<file path="src/ers_pkg.sv">
/*
 * Constants, register map and types of the supervisor.
 * Assumes a 125 MHz clock and 32-bit AXI4-Lite access.
 */
package ers_pkg;

    // Clock and the ramp / retry time base
    localparam int          CLK_PERIOD_NS = 8;
    localparam int          TICK_TIME_NS  = 1000000;
    localparam int          TICK_CYCLES   = TICK_TIME_NS / CLK_PERIOD_NS;

    // Terminals, faults, function code
    localparam int          NUM_TERM      = 5;
    localparam int          NUM_FAULT     = 18;
    localparam int          FN_W          = 6;
    localparam logic [5:0]  FUNC_EMERG    = 6'h33;

    // Mode selection values
    localparam logic [1:0]  MODE_OFF      = 2'h0;
    localparam logic [1:0]  MODE_ACTIVE   = 2'h1;
    localparam logic [1:0]  MODE_TRIAL    = 2'h2;

    // Register byte offsets
    localparam logic [7:0]  ADDR_CTRL     = 8'h00;
    localparam logic [7:0]  ADDR_TERMFN   = 8'h04;
    localparam logic [7:0]  ADDR_FREQ     = 8'h08;
    localparam logic [7:0]  ADDR_ACC      = 8'h0C;
    localparam logic [7:0]  ADDR_DEC      = 8'h10;
    localparam logic [7:0]  ADDR_RETRY    = 8'h14;
    localparam logic [7:0]  ADDR_STATUS   = 8'h18;
    localparam logic [7:0]  ADDR_COUNT    = 8'h1C;
    localparam logic [7:0]  ADDR_HIST     = 8'h20;

    // Field positions
    localparam int          CTRL_MODE_LSB = 0;
    localparam int          CTRL_DIR_BIT  = 2;

    // Reset values
    localparam logic [1:0]  MODE_RST      = 2'h0;
    localparam logic        DIR_RST       = 1'h0;
    localparam logic [29:0] TERMFN_RST    = 30'h0;
    localparam logic [6:0]  FREQ_MAX      = 7'h3C;
    localparam logic [6:0]  FREQ_RST      = 7'h3C;
    localparam logic [15:0] ACC_RST       = 16'h0064;
    localparam logic [15:0] DEC_RST       = 16'h0064;
    localparam logic [15:0] RETRY_RST     = 16'h03E8;

    // Bus responses
    localparam logic [1:0]  RESP_OKAY     = 2'h0;
    localparam logic [1:0]  RESP_SLVERR   = 2'h2;

    // Fault classes: bits 0..12 ignored, 13..15 restarted, 16..17 stopping
    localparam logic [17:0] FAULT_IGN     = 18'h01FFF;
    localparam logic [17:0] FAULT_RESTART = 18'h0E000;
    localparam logic [17:0] FAULT_STOP    = 18'h30000;

    typedef enum logic [2:0] {
        ST_IDLE  = 3'h0,
        ST_RUN   = 3'h1,
        ST_DECEL = 3'h2,
        ST_RETRY = 3'h3,
        ST_HALT  = 3'h4
    } ers_state_type;

endpackage

</file>
<file path="src/ers_ramp_if.sv">
/*
 * Supervisor to ramp link.
 * Assumes one clock.
 */
`timescale 1ns/1ps
interface ers_ramp_if;
    logic        tick;
    logic        drop;
    logic [6:0]  target;
    logic [15:0] acc_time;
    logic [15:0] dec_time;
    logic [6:0]  level;
    logic        at_target;
    modport ctrl (output tick, drop, target, acc_time, dec_time, input level, at_target);
    modport ramp (input tick, drop, target, acc_time, dec_time, output level, at_target);
endinterface

</file>
<file path="src/ers_ramp.sv">
/*
 * Frequency ramp: one 1 Hz step per acc or dec time in ticks.
 * Assumes tick is a one-cycle divider enable.
 */
`timescale 1ns/1ps
module ers_ramp import ers_pkg::*; (
    input  wire logic clk,
    input  wire logic rst_n,
    ers_ramp_if.ramp  rp
);
    typedef struct packed {
        logic [6:0]  level;
        logic [15:0] cnt;
    } ers_ramp_state_type;

    ers_ramp_state_type r;
    ers_ramp_state_type next_r;
    logic               up;
    logic [15:0]        step_time;

    always_comb begin
        next_r    = r;
        up        = rp.target > r.level;
        step_time = up ? rp.acc_time : rp.dec_time;
        if (rp.drop) begin
            next_r = '0;
        end else if (r.level == rp.target) begin
            next_r.cnt = '0;
        end else if (rp.tick) begin
            // Zero time steps on every tick
            if (r.cnt + 16'h1 >= step_time) begin
                next_r.cnt   = '0;
                next_r.level = up ? r.level + 7'h1 : r.level - 7'h1;
            end else begin
                next_r.cnt = r.cnt + 16'h1;
            end
        end
    end

    always_ff @(posedge clk or negedge rst_n) begin
        if (!rst_n) begin
            r <= '0;
        end else begin
            r <= next_r;
        end
    end

    assign rp.level     = r.level;
    assign rp.at_target = r.level == rp.target;

endmodule // ers_ramp

</file>
<file path="src/ers_sync.sv">
/*
 * Three-stage pin synchroniser; stages two and three must agree.
 * Assumes asynchronous pins.
 */
`timescale 1ns/1ps
module ers_sync #(
    parameter int N = 5
) (
    input  wire logic         clk,
    input  wire logic         rst_n,
    input  wire logic [N-1:0] pin_in,
    output logic      [N-1:0] level_out
);
    typedef struct packed {
        logic [N-1:0] s1;
        logic [N-1:0] s2;
        logic [N-1:0] s3;
        logic [N-1:0] q;
    } ers_sync_state_type;

    ers_sync_state_type r;
    ers_sync_state_type next_r;
    logic [N-1:0]       accepted;

    for (genvar i = 0; i < N; i++) begin : g_bit
        assign accepted[i] = (r.s2[i] == r.s3[i]) ? r.s3[i] : r.q[i];
    end

    always_comb begin
        next_r    = r;
        next_r.s1 = pin_in;
        next_r.s2 = r.s1;
        next_r.s3 = r.s2;
        next_r.q  = accepted;
    end

    always_ff @(posedge clk or negedge rst_n) begin
        if (!rst_n) begin
            r <= '0;
        end else begin
            r <= next_r;
        end
    end

    assign level_out = r.q;

endmodule // ers_sync

</file>
<file path="src/ers_supervisor.sv">
/*
 * Emergency-run supervisor: entry, overrides,
 * fault classes, retry timing, registers.
 * Assumes fault_in and normal references on clk;
 * terminal pins asynchronous.
 */
// What this block does
// (RQ1) Active mode and code-51 terminal on: enter run, count plus one.
// (RQ2) Trial mode runs without auto restart or count.
// (RQ3) Set frequency overrides other sources in run; 0 to 60, default 60.
// (RQ4) Direction comes from the one-bit setting.
// (RQ5) Entry ramps up with the acceleration time.
// (RQ6) Terminal off: decelerate with the deceleration time until stopped.
// (RQ7) Ignored faults reach history; trip output stays off.
// (RQ8) Minor, external, stop-input, voltage, thermal, phase, fan faults ignored.
// (RQ9) Over-voltage, level-one over-current, ground fault: restart until clear.
// (RQ10) Restart attempts are unlimited.
// (RQ11) Retry delay between restart attempts.
// (RQ12) Self-diagnosis or arm-short fault stops the drive.
// (RQ13) Entry counter is read-only.
`timescale 1ns/1ps
module ers_supervisor import ers_pkg::*; #(
    parameter int TICK_LEN = TICK_CYCLES
) (
    input  wire logic        clk,
    input  wire logic        rst_n,
    input  wire logic [7:0]  s_axi_awaddr,
    input  wire logic        s_axi_awvalid,
    output logic             s_axi_awready,
    input  wire logic [31:0] s_axi_wdata,
    input  wire logic [3:0]  s_axi_wstrb,
    input  wire logic        s_axi_wvalid,
    output logic             s_axi_wready,
    output logic [1:0]       s_axi_bresp,
    output logic             s_axi_bvalid,
    input  wire logic        s_axi_bready,
    input  wire logic [7:0]  s_axi_araddr,
    input  wire logic        s_axi_arvalid,
    output logic             s_axi_arready,
    output logic [31:0]      s_axi_rdata,
    output logic [1:0]       s_axi_rresp,
    output logic             s_axi_rvalid,
    input  wire logic        s_axi_rready,
    input  wire logic [4:0]  multifunction_input_terminal,
    input  wire logic [17:0] fault_in,
    input  wire logic [6:0]  normal_freq,
    input  wire logic        normal_dir,
    input  wire logic        normal_run,
    output logic [6:0]       freq_ref,
    output logic             run_dir,
    output logic             run_enable,
    output logic             emerg_active,
    output logic             trip_out,
    output logic             fault_reset,
    output logic             fault_record
);
    typedef struct packed {
        ers_state_type st;
        logic [1:0]    mode;
        logic          dir;
        logic [29:0]   termfn;
        logic [6:0]    freq;
        logic [15:0]   acc;
        logic [15:0]   dec;
        logic [15:0]   retry;
        logic [15:0]   count;
        logic [17:0]   hist;
        logic [17:0]   fault_q;
        logic          req_q;
        logic [16:0]   tick_cnt;
        logic          tick;
        logic [15:0]   dly;
        logic          aw_got;
        logic [7:0]    aw_addr;
        logic          w_got;
        logic [31:0]   wdata;
        logic [3:0]    wstrb;
        logic          bvalid;
        logic [1:0]    bresp;
        logic          rvalid;
        logic [31:0]   rdata;
        logic [1:0]    rresp;
        logic          reset_p;
        logic          rec_p;
        logic [6:0]    out_freq;
        logic          out_dir;
        logic          out_run;
        logic          out_trip;
    } ers_state_pack_type;

    ers_state_pack_type r;
    ers_state_pack_type next_r;

    ers_ramp_if          rif ();
    logic [4:0]          term_lvl;
    logic [NUM_TERM-1:0] term_hit;
    logic                term_on;
    logic                mode_on;
    logic                trial;
    logic                req;
    logic                enter;
    logic [17:0]         f_rst;
    logic [17:0]         f_stop;
    logic [17:0]         f_rise;
    logic                aw_take;
    logic                w_take;
    logic                ar_take;
    logic                active;
    logic [32:0]         wr_old;
    logic [32:0]         rd_val;
    logic [31:0]         bmask;
    logic [31:0]         wv;

    ers_sync #(
        .N (NUM_TERM)
    ) u_sync (
        .clk       (clk),
        .rst_n     (rst_n),
        .pin_in    (multifunction_input_terminal),
        .level_out (term_lvl)
    );

    ers_ramp u_ramp (
        .clk   (clk),
        .rst_n (rst_n),
        .rp    (rif.ramp)
    );

    // Bit 32 marks a mapped offset
    function automatic logic [32:0] reg_view(input logic [7:0] a, input ers_state_pack_type s);
        logic [32:0] v;
        v = {1'b1, 32'h0};
        case (a)
            ADDR_CTRL: begin
                v[31:0] = {29'h0, s.dir, s.mode};
            end
            ADDR_TERMFN: begin
                v[31:0] = {2'h0, s.termfn};
            end
            ADDR_FREQ: begin
                v[31:0] = {25'h0, s.freq};
            end
            ADDR_ACC: begin
                v[31:0] = {16'h0, s.acc};
            end
            ADDR_DEC: begin
                v[31:0] = {16'h0, s.dec};
            end
            ADDR_RETRY: begin
                v[31:0] = {16'h0, s.retry};
            end
            ADDR_STATUS: begin
                v[31:0] = {19'h0, s.out_freq, s.out_run, s.out_trip, s.req_q, s.st};
            end
            ADDR_COUNT: begin
                v[31:0] = {16'h0, s.count};
            end
            ADDR_HIST: begin
                v[31:0] = {14'h0, s.hist};
            end
            default: begin
                v = '0;
            end
        endcase
        return v;
    endfunction

    // (RQ1) function-51 terminals
    for (genvar i = 0; i < NUM_TERM; i++) begin : g_term
        assign term_hit[i] = term_lvl[i] && (r.termfn[FN_W*i +: FN_W] == FUNC_EMERG);
    end

    assign term_on = |term_hit;
    assign trial   = r.mode == MODE_TRIAL;
    assign mode_on = (r.mode == MODE_ACTIVE) || trial;
    assign req     = mode_on && term_on;
    assign enter   = req && !r.req_q;
    assign f_rst   = fault_in & FAULT_RESTART;
    assign f_stop  = fault_in & FAULT_STOP;
    assign f_rise  = fault_in & ~r.fault_q;
    assign active  = r.st != ST_IDLE;

    assign aw_take = s_axi_awvalid && s_axi_awready;
    assign w_take  = s_axi_wvalid && s_axi_wready;
    assign ar_take = s_axi_arvalid && s_axi_arready;

    for (genvar b = 0; b < 4; b++) begin : g_lane
        assign bmask[8*b +: 8] = {8{r.wstrb[b]}};
    end

    assign wr_old = reg_view(r.aw_addr, r);
    assign rd_val = reg_view(s_axi_araddr, r);
    assign wv     = (wr_old[31:0] & ~bmask) | (r.wdata & bmask);

    always_comb begin
        next_r         = r;
        next_r.reset_p = 1'b0;
        next_r.tick    = 1'b0;
        next_r.req_q   = req;
        next_r.fault_q = fault_in;

        // Tick divider
        if (r.tick_cnt >= 17'(TICK_LEN - 1)) begin
            next_r.tick_cnt = '0;
            next_r.tick     = 1'b1;
        end else begin
            next_r.tick_cnt = r.tick_cnt + 17'h1;
        end

        // Bus write: address and data in either order
        if (aw_take) begin
            next_r.aw_got  = 1'b1;
            next_r.aw_addr = s_axi_awaddr;
        end
        if (w_take) begin
            next_r.w_got = 1'b1;
            next_r.wdata = s_axi_wdata;
            next_r.wstrb = s_axi_wstrb;
        end
        if (r.bvalid && s_axi_bready) begin
            next_r.bvalid = 1'b0;
        end
        if (r.aw_got && r.w_got && !r.bvalid) begin
            next_r.aw_got = 1'b0;
            next_r.w_got  = 1'b0;
            next_r.bvalid = 1'b1;
            next_r.bresp  = wr_old[32] ? RESP_OKAY : RESP_SLVERR;
            case (r.aw_addr)
                ADDR_CTRL: begin
                    next_r.mode = wv[CTRL_MODE_LSB +: 2];
                    next_r.dir  = wv[CTRL_DIR_BIT];
                end
                ADDR_TERMFN: begin
                    next_r.termfn = wv[29:0];
                end
                // (RQ3) frequency limit
                ADDR_FREQ: begin
                    next_r.freq = (wv[6:0] > FREQ_MAX) ? FREQ_MAX : wv[6:0];
                end
                ADDR_ACC: begin
                    next_r.acc = wv[15:0];
                end
                ADDR_DEC: begin
                    next_r.dec = wv[15:0];
                end
                ADDR_RETRY: begin
                    next_r.retry = wv[15:0];
                end
                ADDR_HIST: begin
                    next_r.hist = r.hist & ~(r.wdata[17:0] & bmask[17:0]);
                end
                // (RQ13) counter not writable
                default: begin
                    next_r.count = r.count;
                end
            endcase
        end

        // Bus read
        if (r.rvalid && s_axi_rready) begin
            next_r.rvalid = 1'b0;
        end
        if (ar_take) begin
            next_r.rvalid = 1'b1;
            next_r.rdata  = rd_val[31:0];
            next_r.rresp  = rd_val[32] ? RESP_OKAY : RESP_SLVERR;
        end

        // (RQ7) history; a new event beats a clear
        next_r.hist  = next_r.hist | f_rise;
        next_r.rec_p = |f_rise;

        case (r.st)
            ST_IDLE: begin
                next_r.dly = '0;
                // (RQ1) entry and count
                if (enter) begin
                    next_r.st = ST_RUN;
                    // (RQ2) trial does not count
                    if (!trial) begin
                        next_r.count = r.count + 16'h1;
                    end
                end
            end
            ST_RUN, ST_DECEL: begin
                // (RQ12) hard stop faults
                if (|f_stop) begin
                    next_r.st = ST_HALT;
                // (RQ9) restart class
                end else if (|f_rst) begin
                    // (RQ2) trial halts
                    if (trial) begin
                        next_r.st = ST_HALT;
                    end else begin
                        next_r.st      = ST_RETRY;
                        next_r.reset_p = 1'b1;
                        next_r.dly     = '0;
                    end
                end else if (r.st == ST_RUN) begin
                    // (RQ6) decelerate
                    if (!req) begin
                        next_r.st = ST_DECEL;
                    end
                end else if (enter) begin
                    next_r.st = ST_RUN;
                    if (!trial) begin
                        next_r.count = r.count + 16'h1;
                    end
                end else if (rif.at_target) begin
                    next_r.st = ST_IDLE;
                end
            end
            ST_RETRY: begin
                if (|f_stop) begin
                    next_r.st = ST_HALT;
                end else if (!req) begin
                    next_r.st = ST_IDLE;
                // (RQ11) retry delay in ticks
                end else if (r.dly >= r.retry) begin
                    next_r.dly = '0;
                    // (RQ10) no attempt limit
                    if (|f_rst) begin
                        next_r.reset_p = 1'b1;
                    end else begin
                        next_r.st = ST_RUN;
                    end
                end else if (r.tick) begin
                    next_r.dly = r.dly + 16'h1;
                end
            end
            ST_HALT: begin
                // Held until request and faults clear
                if (!req && !(|f_stop) && !(|f_rst)) begin
                    next_r.st = ST_IDLE;
                end
            end
            default: begin
                next_r.st = ST_IDLE;
            end
        endcase

        // (RQ3) override frequency source
        next_r.out_freq = active ? rif.level : normal_freq;
        // (RQ4) direction from setting
        next_r.out_dir  = active ? r.dir : normal_dir;
        next_r.out_run  = (r.st == ST_RUN) || (r.st == ST_DECEL) || (!active && normal_run);
        // (RQ7) hidden trips
        // (RQ8) ignored faults
        next_r.out_trip = active ? (r.st == ST_HALT) : (|fault_in);
    end

    // (RQ5) ramp up
    assign rif.tick     = r.tick;
    assign rif.target   = (r.st == ST_RUN) ? r.freq : 7'h00;
    assign rif.acc_time = r.acc;
    // (RQ6) ramp down
    assign rif.dec_time = r.dec;
    assign rif.drop     = (r.st == ST_IDLE) || (r.st == ST_RETRY) || (r.st == ST_HALT);

    always_ff @(posedge clk or negedge rst_n) begin
        if (!rst_n) begin
            r        <= '0;
            r.st     <= ST_IDLE;
            r.mode   <= MODE_RST;
            r.dir    <= DIR_RST;
            r.termfn <= TERMFN_RST;
            r.freq   <= FREQ_RST;
            r.acc    <= ACC_RST;
            r.dec    <= DEC_RST;
            r.retry  <= RETRY_RST;
        end else begin
            r <= next_r;
        end
    end

    // One write and one read at a time
    assign s_axi_awready = !r.aw_got && !r.bvalid;
    assign s_axi_wready  = !r.w_got && !r.bvalid;
    assign s_axi_bvalid  = r.bvalid;
    assign s_axi_bresp   = r.bresp;
    assign s_axi_arready = !r.rvalid;
    assign s_axi_rvalid  = r.rvalid;
    assign s_axi_rdata   = r.rdata;
    assign s_axi_rresp   = r.rresp;

    assign freq_ref      = r.out_freq;
    assign run_dir       = r.out_dir;
    assign run_enable    = r.out_run;
    assign emerg_active  = active;
    assign trip_out      = r.out_trip;
    assign fault_reset   = r.reset_p;
    assign fault_record  = r.rec_p;

endmodule // ers_supervisor

</file>
<file path="config.mk">
export PLATFORM = sky130hd
export DESIGN_NAME = ers_supervisor
export DESIGN_NICKNAME = d
export VERILOG_FILES = /design/src/ers_pkg.sv /design/src/ers_ramp_if.sv /design/src/ers_ramp.sv /design/src/ers_sync.sv /design/src/ers_supervisor.sv
export SDC_FILE = /design/constraint.sdc
export NUM_CORES = 1
export LEC_CHECK = 0
export BUFFER_PORTS_ARGS = -buffer_cell sky130_fd_sc_hd__buf_2
export CORE_UTILIZATION = 55
export DETAILED_ROUTE_END_ITERATION = 8
export PLACE_DENSITY = 0.75
export RECOVER_POWER = 25
export SETUP_SLACK_MARGIN = 0.5
export SYNTH_ARGS = -nofsm -noshare
export SYNTH_HDL_FRONTEND = slang
export SYNTH_HIERARCHICAL = 1
export SYNTH_SLANG_ARGS = --single-unit
export TNS_END_PERCENT = 20
</file>
<file path="constraint.sdc">
create_clock -name clk -period 5.2 [get_ports clk]
set_clock_uncertainty 0.1 [all_clocks]
set_input_delay 0.78 -clock clk [delete_from_list [all_inputs] [get_ports clk]]
set_output_delay 0.78 -clock clk [all_outputs]
set_load 0.005 [all_outputs]
</file>
==> impl_metrics.tcl <==
set metrics [dict create \
    min_path_cells 0 \
    port_buffers 138 \
    grt_max_degree 117 \
    root_buffer "clkbuf_16" \
    hpwl_um 33000 \
    post_synth_num_cell_types 78 \
    end_kind "register" \
    row_count 62 \
    hold_ws_ns 0.246 \
    dr.max_layer_used "met4" \
    crit_chain "nand2b_1, nor2_4, and2_1, ha_1, a211oi_1, o21bai_1, o22ai_2, buf_6, mux2i_1, ha_1, and3_1, o311a_1, o21ai_1, and4_4, buf_4, a21oi_1, mux2i_1" \
    slew_headroom_pct -89.9 \
    yosysTopAreaCellShare_pct 45.8 \
    path_max_fanout 18 \
    violations "capacitance limit, slew limit" \
    max_freq_mhz 225 \
    period_share_pct 85.4 \
    clk_pin_slew_worst_paths_ns 0.06 \
    clockBufferDepth 3 \
    rsz0062_at_grt "no" \
    drt-met1-wl_um 19500 \
    r2r_cells 17 \
    ir_drop_mv 0.364 \
    drt_pre_antenna_iters 6 \
    grt_pass1_vias 12500 \
    insertion_delay_ns 0.53 \
    cp_data_required_time_ns 5.53 \
    fin_crit_ns 4.44 \
    cts_tree "done" \
    yosys_register_bits 311 \
    cts_made_buffers 36 \
    final_antenna_net_count 0 \
    syn_inst 1605 \
    hp-class "register to register" \
    die_width_um 173 \
    status "finished with violations" \
    arrival_ns 4.78 \
    vias_per_cell 6.19 \
    dieHeight_um 173 \
    track_usage_pct 30.8 \
    initial_core_util_pct 56.0 \
    hold_viol 0 \
    vias 12900 \
    p_leak_nw 8.05 \
    crit_type "register to register" \
    core_area_sq_um 28800 \
    routed_wl_um 45800 \
    ioPinCount 145 \
    nets 1818 \
    yosysMostFrequentCell "dfrtp_1" \
    grt_pass1_wl_um 71600 \
    regToRegSetupSlack_ns 0.76 \
    overflow 0 \
    crit_cells 17 \
    initialDrtViolationCount 1384 \
    cts.sinks 311 \
    synthFlopType "dfrtp_1" \
    synth_area_leaders "dfrtp_1, nand2_1, mux2_2, ha_1, o21ai_0" \
    synthTopCellsByCount "dfrtp_1, nand2_1, o21ai_0" \
    die_area_sq_um 30000 \
    syn_area_per_cell_sq_um 10.0 \
    antenna_found_initial 1 \
    drive_above_1_share_pct 18.5 \
    route.met2.wl_um 21300 \
    maxSlewViolCount 110 \
    cap_violations 1 \
    synth_area_sq_um 16100 \
    crit_buf_inv 2 \
    syn2layout_area_growth_pct 11.8 \
    cts_setup_buffers 0 \
    synth_edf_count 0 \
    yosysTopAreaCell "dfrtp_1" \
    placedCellCount 2023 \
    power_density_nw_per_um2 416 \
    ys_seq_area_share_pct 48.4 \
    ctsHtreeMaxLevel 2 \
    fin_cells 2089 \
    ys_warn_count 6 \
    drc 0 \
    finalSetupTns_ns 0 \
    gp_congestion 0.937 \
    worstMarginPinSlew_ns 2.85 \
    crit_family "compound AO/OA/AOI/OAI gates" \
    hold_buffers 0 \
    cpPeakStageDelay_ns 0.51 \
    cpMaxStageDelayCell "dfrtp_2" \
    wl_per_cell_um 21.9 \
    startpoint_type "register" \
    met3_length_um 3330 \
    async_flop_share_pct 100 \
    setup_viol 0 \
]
-- per-layer routing --
metal | GRT usage, % | vias to the layer above
li1 | - | 5873
met1 | 42.1 | 6342
met2 | 49.1 | 596
met3 | 5.37 | 126
met4 | 11.7 | 0
met5 | 0 | -
-- final cells by class --
cell class | count | area, sq um
sequential | 311 | 7800
clock buffer | 51 | 1070
tap | 384 | 480
fill | 2367 | 10800
antenna | 1 | 2.50
timing repair buffer | 163 | 881
clock inverter | 14 | 165
inverter | 50 | 188
multi-input combinational | 1115 | 7430
-- timing repair --
| action | in CTS | in global routing |
|---|---|---|
| setup endpoints to repair | 12 | 14 |
| cloned | 0 | 0 |
| hold endpoints to repair | 0 | 0 |
| pin swaps | 0 | 0 |
| gates resized for setup | 2 | 4 |
-- through the flow --
step           setup slack [ns]  area, sq um  total power, W  utilization (%)
2_1_floorplan             0.640        16100         0.00428                -
3_3_place_gp              0.543        16800         0.00485             58.4
3_5_place_dp              0.354        16800         0.00490             58.4
4_1_cts                   0.610        18100         0.00751             62.7
5_1_grt                   0.507        18000         0.00781             62.6
6_report                  0.758        18000         0.00750             62.6
-- cell families (layout without fill, tap and decap cells) --
family	after synthesis	in the layout	synth area share (%)
xor+xnor	46	46	2.50
other cells	1	5	0.0233
fa+ha+maj	55	55	4.28
simple gates	547	547	16.5
buf+inv	182	278	5.66
flops	311	311	48.4
mux	121	121	8.18
compound gates	342	342	14.5
-- power breakdown --
part           leakage [nW]  switching, W  internal, W
clock                 0.607       0.00101      0.00159
combinational          3.51      0.000910     0.000678
sequential             3.94      0.000510      0.00280
-- state kept, by name, indices dropped and copies added, names as in the netlist --
name              count
r                   185
s_axi_rdata          30
rif.acc_time         16
rif.dec_time         16
u_ramp/r             16
u_sync/next_r        10
freq_ref              7
u_ramp/rp.level       7
u_sync/level_out      5
u_sync/r              5
bmask                 4
fault_record          1
fault_reset           1
rif.tick              1
run_dir               1
run_enable            1
s_axi_bresp           1
s_axi_bvalid          1
s_axi_rresp           1
s_axi_rvalid          1
trip_out              1
-- cell usage in the layout, fill, tap and decap left out, drive strengths merged, types with 30 or more instances in the layout --
cell,instances
dfrtp,295
nand2,217
buf,143
o21ai,119
nor2,99
mux2,73
clkbuf,71
inv,51
ha,49
nand3,49
mux2i,47
a21oi,36
nor3,30
-- final timing paths --
check	start	end
setup / recovery	r[271]$_DFFE_PN0P_	u_ramp/r[15]$_DFFE_PN0P_
hold / removal	u_sync/next_r[12]$_DFF_PN0_	u_sync/next_r[7]$_DFF_PN0_
setup reg to reg	r[271]$_DFFE_PN0P_	u_ramp/r[15]$_DFFE_PN0P_
hold reg to reg	u_sync/next_r[12]$_DFF_PN0_	u_sync/next_r[7]$_DFF_PN0_
max in group asynchronous	rst_n	r[271]$_DFFE_PN0P_
min in group asynchronous	rst_n	r[98]$_DFFE_PN0P_
No activity file was read; power rests on OpenSTA's default activity.
